[src/rtl/tdcrb_consts.svh]
// Constants for the TDC status/control register bank: offsets, fields, resets.
// Assumes a 16-bit register port with byte offsets from the board base.
`ifndef TDCRB_CONSTS_SVH
`define TDCRB_CONSTS_SVH

`define TDCRB_OFS_STATUS      16'h1002
`define TDCRB_OFS_RELOC_HIGH  16'h1004
`define TDCRB_OFS_RELOC_LOW   16'h1006
`define TDCRB_OFS_RELOC_SEL   16'h1008
`define TDCRB_OFS_IRQ_LEVEL   16'h100A
`define TDCRB_OFS_IRQ_VECTOR  16'h100C
`define TDCRB_OFS_SLOT        16'h100E
`define TDCRB_OFS_BCAST_BASE  16'h1010
`define TDCRB_OFS_BCAST_CTRL  16'h1012
`define TDCRB_OFS_MOD_RESET   16'h1014
`define TDCRB_OFS_SOFT_CLEAR  16'h1016
`define TDCRB_OFS_EVT_RESET   16'h1018
`define TDCRB_OFS_SOFT_TRIG   16'h101A
`define TDCRB_OFS_TRIG_CNT_LO 16'h101C
`define TDCRB_OFS_TRIG_CNT_HI 16'h101E
`define TDCRB_OFS_EVT_STORED  16'h1020
`define TDCRB_OFS_NEAR_FULL   16'h1022

// Status word bit positions
`define TDCRB_ST_DATA_AVAIL   0
`define TDCRB_ST_NEAR_FULL    1
`define TDCRB_ST_FULL         2
`define TDCRB_ST_WINDOWED     3
`define TDCRB_ST_HDR_EN       4
`define TDCRB_ST_TERM_ON      5
`define TDCRB_ST_ERR_LSB      6
`define TDCRB_ST_BUS_FAULT    10
`define TDCRB_ST_PURGED       11
`define TDCRB_ST_RES_LSB      12
`define TDCRB_ST_PAIR         14
`define TDCRB_ST_TRIG_LOST    15

// Reset values and sizes
`define TDCRB_RST_IRQ_LEVEL   3'h0
`define TDCRB_RST_IRQ_VECTOR  8'hDD
`define TDCRB_RST_SLOT        5'h1F
`define TDCRB_RST_BCAST_BASE  8'hAA
`define TDCRB_RST_NEAR_FULL   16'h0040
`define TDCRB_BUF_WORDS       16'h8000
`define TDCRB_FULL_MARGIN     16'h0021
`define TDCRB_FULL_LEVEL      16'h7FDF
`define TDCRB_RES_800PS       2'h0
`define TDCRB_RES_200PS       2'h1
`define TDCRB_RES_100PS       2'h2

`endif

[src/rtl/tdcrb_pkg.sv]
// Types shared by the TDC register bank.
// Assumes tdcrb_consts.svh is available on the include path.
package tdcrb_pkg;

  // Register port request as one carrier
  typedef struct packed {
    logic        rd;
    logic        wr;
    logic [15:0] addr;
    logic [15:0] wdata;
  } tdcrb_req_t;

  // Live configuration and condition inputs from the core
  typedef struct packed {
    logic       windowed;
    logic       hdr_en;
    logic       pair_mode;
    logic [1:0] resolution;
    logic       term_on;
    logic [3:0] tdc_error;
  } tdcrb_cfg_t;

endpackage : tdcrb_pkg

[src/rtl/tdcrb_regs.sv]
// Status and control register bank of a multihit TDC board.
// Assumes a synchronous single-cycle register port and synchronous core events.
//
// Behaviour
// - Data-available when buffer holds data/complete event.
// - Near-full when word count reaches threshold.
// - Full at capacity minus 33 words.
// - Status shows mode, header enable, pair mode.
// - Two-bit resolution code 800/200/100 ps.
// - Termination status bit reflects inserted terminations.
// - One error bit per TDC chip.
// - Bus-fault flag, cleared by status read.
// - Purged when empty or chain share sent.
// - Trigger-lost flag, cleared by status read.
// - Two 8-bit relocation address registers.
// - Relocation select picks new base address.
// - Three-bit IRQ level, zero disables interrupts.
// - Vector byte driven in acknowledge cycle.
// - Five-bit slot address resets to ones.
// - Broadcast base byte resets to AA.
// - Any module-reset access pulses whole reset.
// - Soft clear: TDC clear, buffer, counter.
// - Event-reset write pulses TDC event reset.
// - Soft-trigger write acts like trigger input.
// - 32-bit trigger counter, windowed mode only.
// - Stored-event count readable, 16 bits.
// - Near-full threshold defaults 64, writable.
`timescale 1ns/100ps
`include "tdcrb_consts.svh"

module tdcrb_regs
  import tdcrb_pkg::*;
(
  input  wire logic        clk_sys,
  input  wire logic        reset,
  input  wire tdcrb_req_t  req,
  input  wire tdcrb_cfg_t  cfg,
  input  wire logic [15:0] buf_words,
  input  wire logic        evt_written,
  input  wire logic        evt_read_done,
  input  wire logic        trig_in,
  input  wire logic        trig_dropped,
  input  wire logic        bus_fault_evt,
  input  wire logic        chain_active,
  input  wire logic        chain_sent_all,
  input  wire logic        chain_end_fault,
  input  wire logic        iack,
  input  wire logic [7:0]  switch_base,
  output logic [15:0]      rdata,
  output logic             rvalid,
  output logic [7:0]       reloc_addr_high,
  output logic [7:0]       reloc_addr_low,
  output logic             reloc_sel,
  output logic [7:0]       base_addr_sel,
  output logic [2:0]       irq_level,
  output logic [7:0]       vector_out,
  output logic             vector_oe_n,
  output logic [4:0]       slot_address,
  output logic [7:0]       broadcast_base_addr,
  output logic [15:0]      broadcast_chain_control,
  output logic [15:0]      near_full_level,
  output logic             module_reset_pulse,
  output logic             tdc_clear_pulse,
  output logic             buf_clear_pulse,
  output logic             tdc_global_reset_pulse,
  output logic             evt_reset_pulse,
  output logic             trigger_pulse,
  output logic             data_available_flag,
  output logic             buf_full,
  output logic [31:0]      trigger_count,
  output logic [15:0]      buffered_event_count
);

  // True when the request hits the given offset
  function automatic logic hit(input logic [15:0] a, input logic [15:0] ofs);
    hit = (a == ofs);
  endfunction : hit

  logic [15:0] status_reg,   status_next;
  logic        fault_reg,    fault_next;
  logic        lost_reg,     lost_next;
  logic        purged_reg,   purged_next;
  logic        chain_done_reg, chain_done_next;
  logic [7:0]  rhi_reg,      rhi_next;
  logic [7:0]  rlo_reg,      rlo_next;
  logic        rsel_reg,     rsel_next;
  logic [7:0]  base_reg,     base_next;
  logic [2:0]  lvl_reg,      lvl_next;
  logic [7:0]  vec_reg,      vec_next;
  logic [7:0]  vout_reg,     vout_next;
  logic        voe_n_reg,    voe_n_next;
  logic [4:0]  slot_reg,     slot_next;
  logic [7:0]  bcast_reg,    bcast_next;
  logic [15:0] bctl_reg,     bctl_next;
  logic [15:0] nfl_reg,      nfl_next;
  logic [15:0] rdata_reg,    rdata_next;
  logic        rvalid_reg,   rvalid_next;
  logic        mrst_reg,     mrst_next;
  logic        clr_reg,      clr_next;
  logic        evr_reg,      evr_next;
  logic        trg_reg,      trg_next;
  logic        dav_reg,      dav_next;
  logic        full_reg,     full_next;
  logic [31:0] tcnt_reg,     tcnt_next;
  logic [15:0] ecnt_reg,     ecnt_next;

  logic        st_read;
  logic        sw_trig;
  logic        wipe;

  assign st_read = req.rd & hit(req.addr, `TDCRB_OFS_STATUS);
  assign sw_trig = req.wr & hit(req.addr, `TDCRB_OFS_SOFT_TRIG);
  // Module reset and soft clear both restart counters; strobe acts a cycle late
  assign wipe    = mrst_reg | clr_reg;

  // Status flags, sticky flags and live condition bits
  always_comb begin
    fault_next      = (fault_reg & ~st_read) | bus_fault_evt;
    lost_next       = (lost_reg & ~st_read) | trig_dropped;
    chain_done_next = chain_active & (chain_done_reg | chain_sent_all); // held for the chain
    if (buffered_event_count_zero_or_empty()) begin
      purged_next = 1'b1;
    end else begin
      purged_next = chain_done_next;
    end
    if (chain_end_fault) begin
      purged_next     = (buf_words == 16'h0000);
      chain_done_next = 1'b0;
    end
    if (cfg.windowed) begin
      dav_next = (ecnt_reg != 16'h0000);
    end else begin
      dav_next = (buf_words != 16'h0000);
    end
    full_next = (buf_words >= `TDCRB_FULL_LEVEL);
    status_next = 16'h0000;
    status_next[`TDCRB_ST_DATA_AVAIL] = dav_reg;
    status_next[`TDCRB_ST_NEAR_FULL]  = (buf_words >= nfl_reg);
    status_next[`TDCRB_ST_FULL]       = full_reg;
    status_next[`TDCRB_ST_WINDOWED]   = cfg.windowed;
    status_next[`TDCRB_ST_HDR_EN]     = cfg.hdr_en;
    status_next[`TDCRB_ST_TERM_ON]    = cfg.term_on;
    status_next[`TDCRB_ST_ERR_LSB +: 4] = cfg.tdc_error;
    status_next[`TDCRB_ST_BUS_FAULT]  = fault_reg;
    status_next[`TDCRB_ST_PURGED]     = purged_reg;
    status_next[`TDCRB_ST_RES_LSB +: 2] = cfg.resolution;
    status_next[`TDCRB_ST_PAIR]       = cfg.pair_mode;
    status_next[`TDCRB_ST_TRIG_LOST]  = lost_reg;
  end

  // Empty buffer means nothing left to hand over
  function automatic logic buffered_event_count_zero_or_empty();
    buffered_event_count_zero_or_empty = (buf_words == 16'h0000);
  endfunction : buffered_event_count_zero_or_empty

  // Writable configuration registers
  always_comb begin
    rhi_next   = rhi_reg;
    rlo_next   = rlo_reg;
    rsel_next  = rsel_reg;
    lvl_next   = lvl_reg;
    vec_next   = vec_reg;
    slot_next  = slot_reg;
    bcast_next = bcast_reg;
    bctl_next  = bctl_reg;
    nfl_next   = nfl_reg;
    if (req.wr) begin
      case (req.addr)
        `TDCRB_OFS_RELOC_HIGH: rhi_next   = req.wdata[7:0];
        `TDCRB_OFS_RELOC_LOW:  rlo_next   = req.wdata[7:0];
        `TDCRB_OFS_RELOC_SEL:  rsel_next  = req.wdata[0];
        `TDCRB_OFS_IRQ_LEVEL:  lvl_next   = req.wdata[2:0];
        `TDCRB_OFS_IRQ_VECTOR: vec_next   = req.wdata[7:0];
        `TDCRB_OFS_SLOT:       slot_next  = req.wdata[4:0];
        `TDCRB_OFS_BCAST_BASE: bcast_next = req.wdata[7:0];
        `TDCRB_OFS_BCAST_CTRL: bctl_next  = req.wdata;
        `TDCRB_OFS_NEAR_FULL:  nfl_next   = req.wdata;
        default: begin
        end
      endcase
    end
    // Old base stops decoding once relocation is selected
    base_next = rsel_next ? rhi_next : switch_base;
    // Vector only driven while the acknowledge lasts
    voe_n_next = ~iack;
    vout_next  = iack ? vec_reg : 8'h00;
  end

  // Action strobes: each one cycle long
  always_comb begin
    mrst_next = (req.wr | req.rd) & hit(req.addr, `TDCRB_OFS_MOD_RESET);
    clr_next  = req.wr & hit(req.addr, `TDCRB_OFS_SOFT_CLEAR);
    evr_next  = req.wr & hit(req.addr, `TDCRB_OFS_EVT_RESET);
    trg_next  = trig_in | sw_trig;
  end

  // Counters
  always_comb begin
    tcnt_next = tcnt_reg;
    if (trg_reg && cfg.windowed) begin
      tcnt_next = tcnt_reg + 32'h0000_0001;
    end
    ecnt_next = ecnt_reg;
    if (evt_written && !evt_read_done) begin
      ecnt_next = ecnt_reg + 16'h0001;
    end else if (!evt_written && evt_read_done && ecnt_reg != 16'h0000) begin
      ecnt_next = ecnt_reg - 16'h0001;
    end
    // Clear wins: the buffer is being emptied at the same time
    if (wipe) begin
      tcnt_next = 32'h0000_0000;
      ecnt_next = 16'h0000;
    end
  end

  // Read data mux, answered one cycle after the request
  always_comb begin
    rvalid_next = req.rd;
    rdata_next  = 16'h0000;
    if (req.rd) begin
      case (req.addr)
        `TDCRB_OFS_STATUS:      rdata_next = status_reg;
        `TDCRB_OFS_RELOC_HIGH:  rdata_next = {8'h00, rhi_reg};
        `TDCRB_OFS_RELOC_LOW:   rdata_next = {8'h00, rlo_reg};
        `TDCRB_OFS_IRQ_LEVEL:   rdata_next = {13'h0000, lvl_reg};
        `TDCRB_OFS_IRQ_VECTOR:  rdata_next = {8'h00, vec_reg};
        `TDCRB_OFS_SLOT:        rdata_next = {11'h000, slot_reg};
        `TDCRB_OFS_BCAST_BASE:  rdata_next = {8'h00, bcast_reg};
        `TDCRB_OFS_BCAST_CTRL:  rdata_next = bctl_reg;
        `TDCRB_OFS_TRIG_CNT_LO: rdata_next = tcnt_reg[15:0];
        `TDCRB_OFS_TRIG_CNT_HI: rdata_next = tcnt_reg[31:16];
        `TDCRB_OFS_EVT_STORED:  rdata_next = ecnt_reg;
        `TDCRB_OFS_NEAR_FULL:   rdata_next = nfl_reg;
        default:                rdata_next = 16'h0000;
      endcase
    end
  end

  // All state registers; module reset strobe also reloads config
  always_ff @(posedge clk_sys) begin
    if (reset || mrst_reg) begin
      status_reg     <= 16'h0000;
      fault_reg      <= 1'b0;
      lost_reg       <= 1'b0;
      purged_reg     <= 1'b1;
      chain_done_reg <= 1'b0;
      rhi_reg        <= 8'h00;
      rlo_reg        <= 8'h00;
      rsel_reg       <= 1'b0;
      base_reg       <= 8'h00;
      lvl_reg        <= `TDCRB_RST_IRQ_LEVEL;
      vec_reg        <= `TDCRB_RST_IRQ_VECTOR;
      vout_reg       <= 8'h00;
      voe_n_reg      <= 1'b1;
      slot_reg       <= `TDCRB_RST_SLOT;
      bcast_reg      <= `TDCRB_RST_BCAST_BASE;
      bctl_reg       <= 16'h0000;
      nfl_reg        <= `TDCRB_RST_NEAR_FULL;
      rdata_reg      <= 16'h0000;
      rvalid_reg     <= 1'b0;
      mrst_reg       <= 1'b0;
      clr_reg        <= 1'b0;
      evr_reg        <= 1'b0;
      trg_reg        <= 1'b0;
      dav_reg        <= 1'b0;
      full_reg       <= 1'b0;
      tcnt_reg       <= 32'h0000_0000;
      ecnt_reg       <= 16'h0000;
    end else begin
      status_reg     <= status_next;
      fault_reg      <= fault_next;
      lost_reg       <= lost_next;
      purged_reg     <= purged_next;
      chain_done_reg <= chain_done_next;
      rhi_reg        <= rhi_next;
      rlo_reg        <= rlo_next;
      rsel_reg       <= rsel_next;
      base_reg       <= base_next;
      lvl_reg        <= lvl_next;
      vec_reg        <= vec_next;
      vout_reg       <= vout_next;
      voe_n_reg      <= voe_n_next;
      slot_reg       <= slot_next;
      bcast_reg      <= bcast_next;
      bctl_reg       <= bctl_next;
      nfl_reg        <= nfl_next;
      rdata_reg      <= rdata_next;
      rvalid_reg     <= rvalid_next;
      mrst_reg       <= mrst_next;
      clr_reg        <= clr_next;
      evr_reg        <= evr_next;
      trg_reg        <= trg_next;
      dav_reg        <= dav_next;
      full_reg       <= full_next;
      tcnt_reg       <= tcnt_next;
      ecnt_reg       <= ecnt_next;
    end
  end

  // Outputs straight from flip-flops
  assign rdata                   = rdata_reg;
  assign rvalid                  = rvalid_reg;
  assign reloc_addr_high         = rhi_reg;
  assign reloc_addr_low          = rlo_reg;
  assign reloc_sel               = rsel_reg;
  assign base_addr_sel           = base_reg;
  assign irq_level               = lvl_reg;                     // zero means no interrupts
  assign vector_out              = vout_reg;
  assign vector_oe_n             = voe_n_reg;
  assign slot_address            = slot_reg;
  assign broadcast_base_addr     = bcast_reg;
  assign broadcast_chain_control = bctl_reg;
  assign near_full_level         = nfl_reg;
  assign module_reset_pulse      = mrst_reg;
  assign tdc_clear_pulse         = clr_reg;
  assign buf_clear_pulse         = clr_reg;
  assign tdc_global_reset_pulse  = clr_reg;
  assign evt_reset_pulse         = evr_reg;
  assign trigger_pulse           = trg_reg;
  assign data_available_flag     = dav_reg;
  assign buf_full                = full_reg;
  assign trigger_count           = tcnt_reg;
  assign buffered_event_count    = ecnt_reg;

endmodule : tdcrb_regs

[config.mk]
export PLATFORM = sky130hd
export DESIGN_NAME = tdcrb_regs
export DESIGN_NICKNAME = d
export VERILOG_FILES = /design/src/rtl/tdcrb_pkg.sv /design/src/rtl/tdcrb_regs.sv
export VERILOG_INCLUDE_DIRS = /design/src /design/src/rtl
export SDC_FILE = /design/constraint.sdc
export NUM_CORES = 1
export LEC_CHECK = 0
export ABC_AREA = 1
export BUFFER_PORTS_ARGS = -buffer_cell sky130_fd_sc_hd__buf_2
export CORE_ASPECT_RATIO = 0.9
export CORE_MARGIN = 4
export CORE_UTILIZATION = 49
export CTS_CLUSTER_DIAMETER = 80
export DETAILED_ROUTE_END_ITERATION = 6
export GPL_ROUTABILITY_DRIVEN = 0
export HOLD_SLACK_MARGIN = 0.15
export PLACE_DENSITY = 0.76
export RECOVER_POWER = 50
export SYNTH_ARGS = -nofsm -noshare
export SYNTH_HDL_FRONTEND = slang
export SYNTH_SLANG_ARGS = --single-unit
[constraint.sdc]
create_clock -name clk_sys -period 1.8 [get_ports clk_sys]
set_clock_uncertainty 0.05 [all_clocks]
set_input_delay 0.18 -clock clk_sys [delete_from_list [all_inputs] [get_ports clk_sys]]
set_output_delay 0.18 -clock clk_sys [all_outputs]
set_load 0.005 [all_outputs]
## Yosys cells after proc, flatten, opt, wreduce, memory -nomap -nowiden

Index checks and enable logic that the tools add are counted.

| storage, ports and cells | value |
|---|---|
| bits in registers | 181 |
| input bits | 79 |
| output and inout bits | 155 |

| cells by class | value |
|---|---|
| add/subtract/negate cells | 3 |
| order comparisons | 2 |
| equality and inequality tests | 17 |
| muxes and demuxes | 11 |
| bitwise logic cells | 17 |
| reduce and logical (&&, ||, !) cells | 22 |

Operator list:

| cell | count |
|---|---|
| $eq 16x13->1 const B | 17 |
| $pmux 16 s12 | 1 |
| $add 32x1->32 const B | 1 |
| $mux 16 | 2 |
| $reduce_bool 16->1 | 2 |
| $mux 8 | 3 |
| $add 16x1->16 const B | 1 |
| $ge 16x15->1 const B | 1 |
| $ge 16x16->1 | 1 |
| $logic_not 16->1 | 1 |
| $sub 16x1->16 const B | 1 |
| $reduce_and 2->1 | 7 |
| $and 1x1->1 | 8 |
| $reduce_or 2->1 | 4 |
| $or 1x1->1 | 6 |
| $mux 1 | 5 |
| $logic_and 1x1->1 | 4 |
| $not 1->1 | 3 |
| $logic_not 1->1 | 2 |
| $reduce_bool 2->1 | 1 |
| $logic_or 1x1->1 | 1 |

## Longest topological paths before layout

| depth | value |
|---|---|
| depth in word-level cells | 5 |
| mapped depth | 15 |
| mapped depth without buffers | 15 |

## Worst setup path before layout

Ideal clock, no wire load.

| timing | value |
|---|---|
| path type | in2reg |
| start | in evt_written |
| end | reg ecnt_reg[9], in the netlist buffered_event_count[9] |
| setup time | 0.117 ns |
| data arrival time | 1.756 ns |
| data required time | 1.633 ns |
| slack | -0.124 ns |
| cell stages on the path | 13 |
| path buffers | 0 |
| cell sequence | inv_1 nor2_1 inv_1 ha_1 or2_2 nand2_1 o21bai_1 nand3_1 nand2_1 nand2_1 inv_1 nor2_1 nor2_1 |

| between the ends | value |
|---|---|
| word-level cells in the longest chain between the ends | 4 |
| elaborated cells between the ends (all ways) | 6 |
| those cells by class | mux: 1; reduce/logical: 5 |

Ends and longest elaborated chain:

| what | RTL line | source |
|---|---|---|
| from (decl) | tdcrb_regs.sv:39 | `input wire logic evt_written,` |
| $logic_not 1->1 | tdcrb_regs.sv:206 | `end else if (!evt_written && evt_read_done && ecnt_reg != 16'h0000) begin` |
| $logic_and 1x1->1 (2 in series) | tdcrb_regs.sv:206 |  |
| $reduce_bool 2->1 (no source line) | n/a |  |
| to (signal assigned) | tdcrb_regs.sv:296 | `ecnt_reg <= ecnt_next;` |
| to (decl) | tdcrb_regs.sv:105 | `logic [15:0] ecnt_reg, ecnt_next;` |

Parallel ways exist; a longest one is shown, timed or not.
A chain may end at the register's enable or synchronous reset.

## Worst setup path after layout

| timing | value |
|---|---|
| start | reg ecnt_reg[6], in the netlist buffered_event_count[6] |
| end | reg ecnt_reg[15], in the netlist buffered_event_count[15] |

| between the ends | value |
|---|---|
| word-level cells in the longest chain between the ends | 3 |
| elaborated cells between the ends (all ways) | 7 |
| those cells by class | add/sub: 2; mux: 2; reduce/logical: 3 |

Ends and longest elaborated chain:

| what | RTL line |
|---|---|
| $sub 16x1->16 or $reduce_bool 16->1 (tied branches) | tdcrb_regs.sv:207, tdcrb_regs.sv:206 |
| $mux 16 or $logic_and 1x1->1 (tied branches) | tdcrb_regs.sv:206 |
| $mux 16 or $reduce_bool 2->1 (tied branches) | n/a |

Parallel ways exist; a longest one is shown, timed or not. The select of a mux whose other input is x is not followed.

==> impl_metrics.toml <==
[run_status]
status = "finished, final reports clean"

[floorplan]
io_pins = 234
die_h_um = 143
dieArea_um2 = 22700
rows = 49
core_area_um2 = 20000
die_w_um = 158
start_util = 0.498

[power_and_ir_drop]
comb_power_share = 0.200
leakage_nw = 6.33
pwr-share-clk = 0.361
p_seq_frac = 0.439
powerDensity_nw_per_um2 = 722
power.share.switching = 0.293
power_mw = 9.64
ir_drop_mv = 0.488
switchingPower_mw = 2.83
internal_power_mw = 6.81

[layout]
drive_gt1_frac = 0.246
final_core_util = 0.668
nFillCells = 1747
largest_reg_flops = 32
fin_nets = 1928
seq_area_um2 = 3640
multiInputGateArea_um2 = 5510
fin_cells = 2083
final_area_um2 = 13400
area_delta_synth_final_pct = 34.2

[drt]
wl_um = 35800
postRouteAntennaNets = 0
vias = 11300
met3_wirelength_um = 3390
wl_met1_um = 15200
firstDrtPassIters = 5
viasPerCell = 5.43
wl_per_cell_um = 17.2
remaining_drc_errors = 0
drtIter0Drc = 984
met2_length_um = 16000
maxUsedRoutingLayer = "met5"

[sta]
worst_pin_slew_ns = 0.610
postLayoutSetupSlackWorst_ns = 0.0260
hold_ws_ns = 0.165
rsz0062_at_grt = "true"
hold_violations = 0
slew_headroom = 0.589
max_freq_ghz = 0.564
finalCritPeriodShare = 0.986
setup_viol = 0
fin_setup_tns_ns = 0
min_period_ns = 1.77
slew_viol_final = 0

[clock_network]
cts_buffers = 17
clk_latency_ns = 0.43
cts_buffer_depth = 2
cts_tree = "built"
clock-root-buffer = "clkbuf_16"
clk_pin_slew_worst_paths_ns = 0.07
ctsHtreeMaxLevel = 4
cts_sinks = 181

[yosys]
yosys.area.top_type_share = 0.364
muxShareOfSynthArea = 0
synthTopCellsByArea = "dfxtp_1 (36%), nand2_1 (11%), nor2_1 (7.7%)"
dominantRegCellSynth = "dfxtp_1"
ys_warn_count = 0
seq_area_frac_synth = 0.364
async_flop_share = 0
synth.distinct_cells = 46
netlist_area_um2 = 9950
synth_edf_count = 0
synth_top_area_cell = "dfxtp_1"
yosys.area_share.simple = 0.354
synth_top_family_by_area = "simple AND/OR/NAND/NOR gates"
synth_compound_area_frac = 0.129
syn_avg_cell_area_um2 = 6.90
ys_seq_elements = 181
syn_nets = 1555
synth_common_cells = "nand2_1 (287), nor2_1 (204), inv_1 (183), dfxtp_1 (181), nand3_1 (93)"
synth_fa_ha_area_frac = 0.0423
synth_xor_area_frac = 0.00968
syn_inst = 1443
yosysMostFrequentCell = "nand2_1"

[worst_setup_path]
crit_type = "reg2reg"
worstPathArrival_ns = 2.04
max_stage_delay_ns = 0.37
cp_max_fo = 6
cp-startpoint = "buffered_event_count[6]"
r2r-start = "buffered_event_count[6]"
worstPathRequired_ns = 2.06
crit_chain = "ha_1, nand2_1, inv_1, a21oi_1, nand2_2, nand2_1, nand2_1, nand2_1, nand3_1, nand2_1, nor2_1"
critPathMostFrequentCell = "nand2_1"
slowest_stage = "dfxtp_2"
start_kind = "flip-flop"
worstSetupEndpointType = "flip-flop"

[placed_design]
port_buffers = 233
dp.cells = 2001
dp.final_hpwl_um = 27400
pre_cts_ws_ns = -0.246
placed_cell_area_um2 = 12200

[hold_path]
min_path_type = "in2reg"
min_from = "req[32]"

[global_routing]
grtUsageTotal = 0.309
grt-ovfl-total = 0
grt_pass1_vias = 10600
grt_pass1_wl_um = 55100
antenna_found_initial = 1
grt_max_degree = 45

[job]
max-cap-violations = 0
layout make-up:
| type | instances | area share |
|---|---|---|
| Multi-Input combinational cell | 1017 | 0.413 |
| Inverter | 192 | 0.0543 |
| Tap cell | 255 | 0.0239 |
| Sequential cell | 181 | 0.272 |
| Clock inverter | 12 | 0.00712 |
| Timing Repair Buffer | 407 | 0.197 |
| Clock buffer | 18 | 0.0329 |
| Antenna cell | 1 | 0.000187 |
worst paths after layout:
check / to / slack, ns / depth (start not counted)
hold / removal: module_reset_pulse / 0.17 / 3
hold reg to reg: status_reg[11] / 0.37 / 2
setup / recovery: buffered_event_count[15] / 0.03 / 11
setup reg to reg: buffered_event_count[15] / 0.03 / 11
cells in the final DEF, fill, tap and decap left out, drive strengths merged:
master	netlist	layout
nand4	70	70
o21ai	99	99
a31oi	3	3
clkinvlp	0	5
xor2	5	5
inv	192	196
diode	0	1
dfxtp	181	181
or2	3	3
a2111oi	1	1
clkbuf	16	83
fa	1	1
nand2	294	294
o21a	7	7
o21bai	2	2
nor4	2	2
a21oi	88	88
nor3	43	43
clkinv	0	3
xnor2	6	6
buf	37	293
nand3b	3	3
ha	32	32
and2	1	1
a211oi	9	9
nor2	230	230
o211ai	15	15
nand3	102	102
nor3b	1	1
dlygate4sd3	0	49
critical path, delay by kind of cell, from the launching register on:
family	cells	cell delay, ns
AND/OR/NAND/NOR	8	0.64
flip-flops	1	0.37
adder cells (fa/ha/maj)	1	0.34
AO/OA/AOI/OAI	1	0.21
buffers and inverters	1	0.06
repair_timing:
action / 4_1_cts / 5_1_grt
endpoints found under the setup margin: 1 / 30
gates resized for setup: 1 / 53
pin swaps: 0 / 5
hold endpoints to repair: 94 / 0
hold buffers: 49 / 0
buffers inserted: 0 / 2
routing by layer:
layer,up-vias,GRT usage
li1,5477,-
met2,585,0.486
met3,88,0.0688
met5,-,0
met4,2,0.111
met1,5165,0.418
logic make-up (layout without fill, tap and decap cells):
kind of cell	Yosys count	in the layout
and+or+nand+nor	749	749
AOI/OAI and AO/OA	224	224
xor gates and xnor gates	11	11
buffers and inverters	245	629
DFF	181	181
other	0	1
adders and majority gates	33	33
power groups by stage:
stage | clock network [mW] | logic (mW) | registers (mW)
2_1_floorplan | 0 | 0.890 | 4.28
3_3_place_gp | 0 | 1.65 | 4.29
3_5_place_dp | 0 | 1.69 | 4.29
4_1_cts | 3.52 | 1.79 | 4.20
5_1_grt | 3.67 | 2.12 | 4.23
6_report | 3.48 | 1.93 | 4.23
Power figures use the tool's default switching activity.
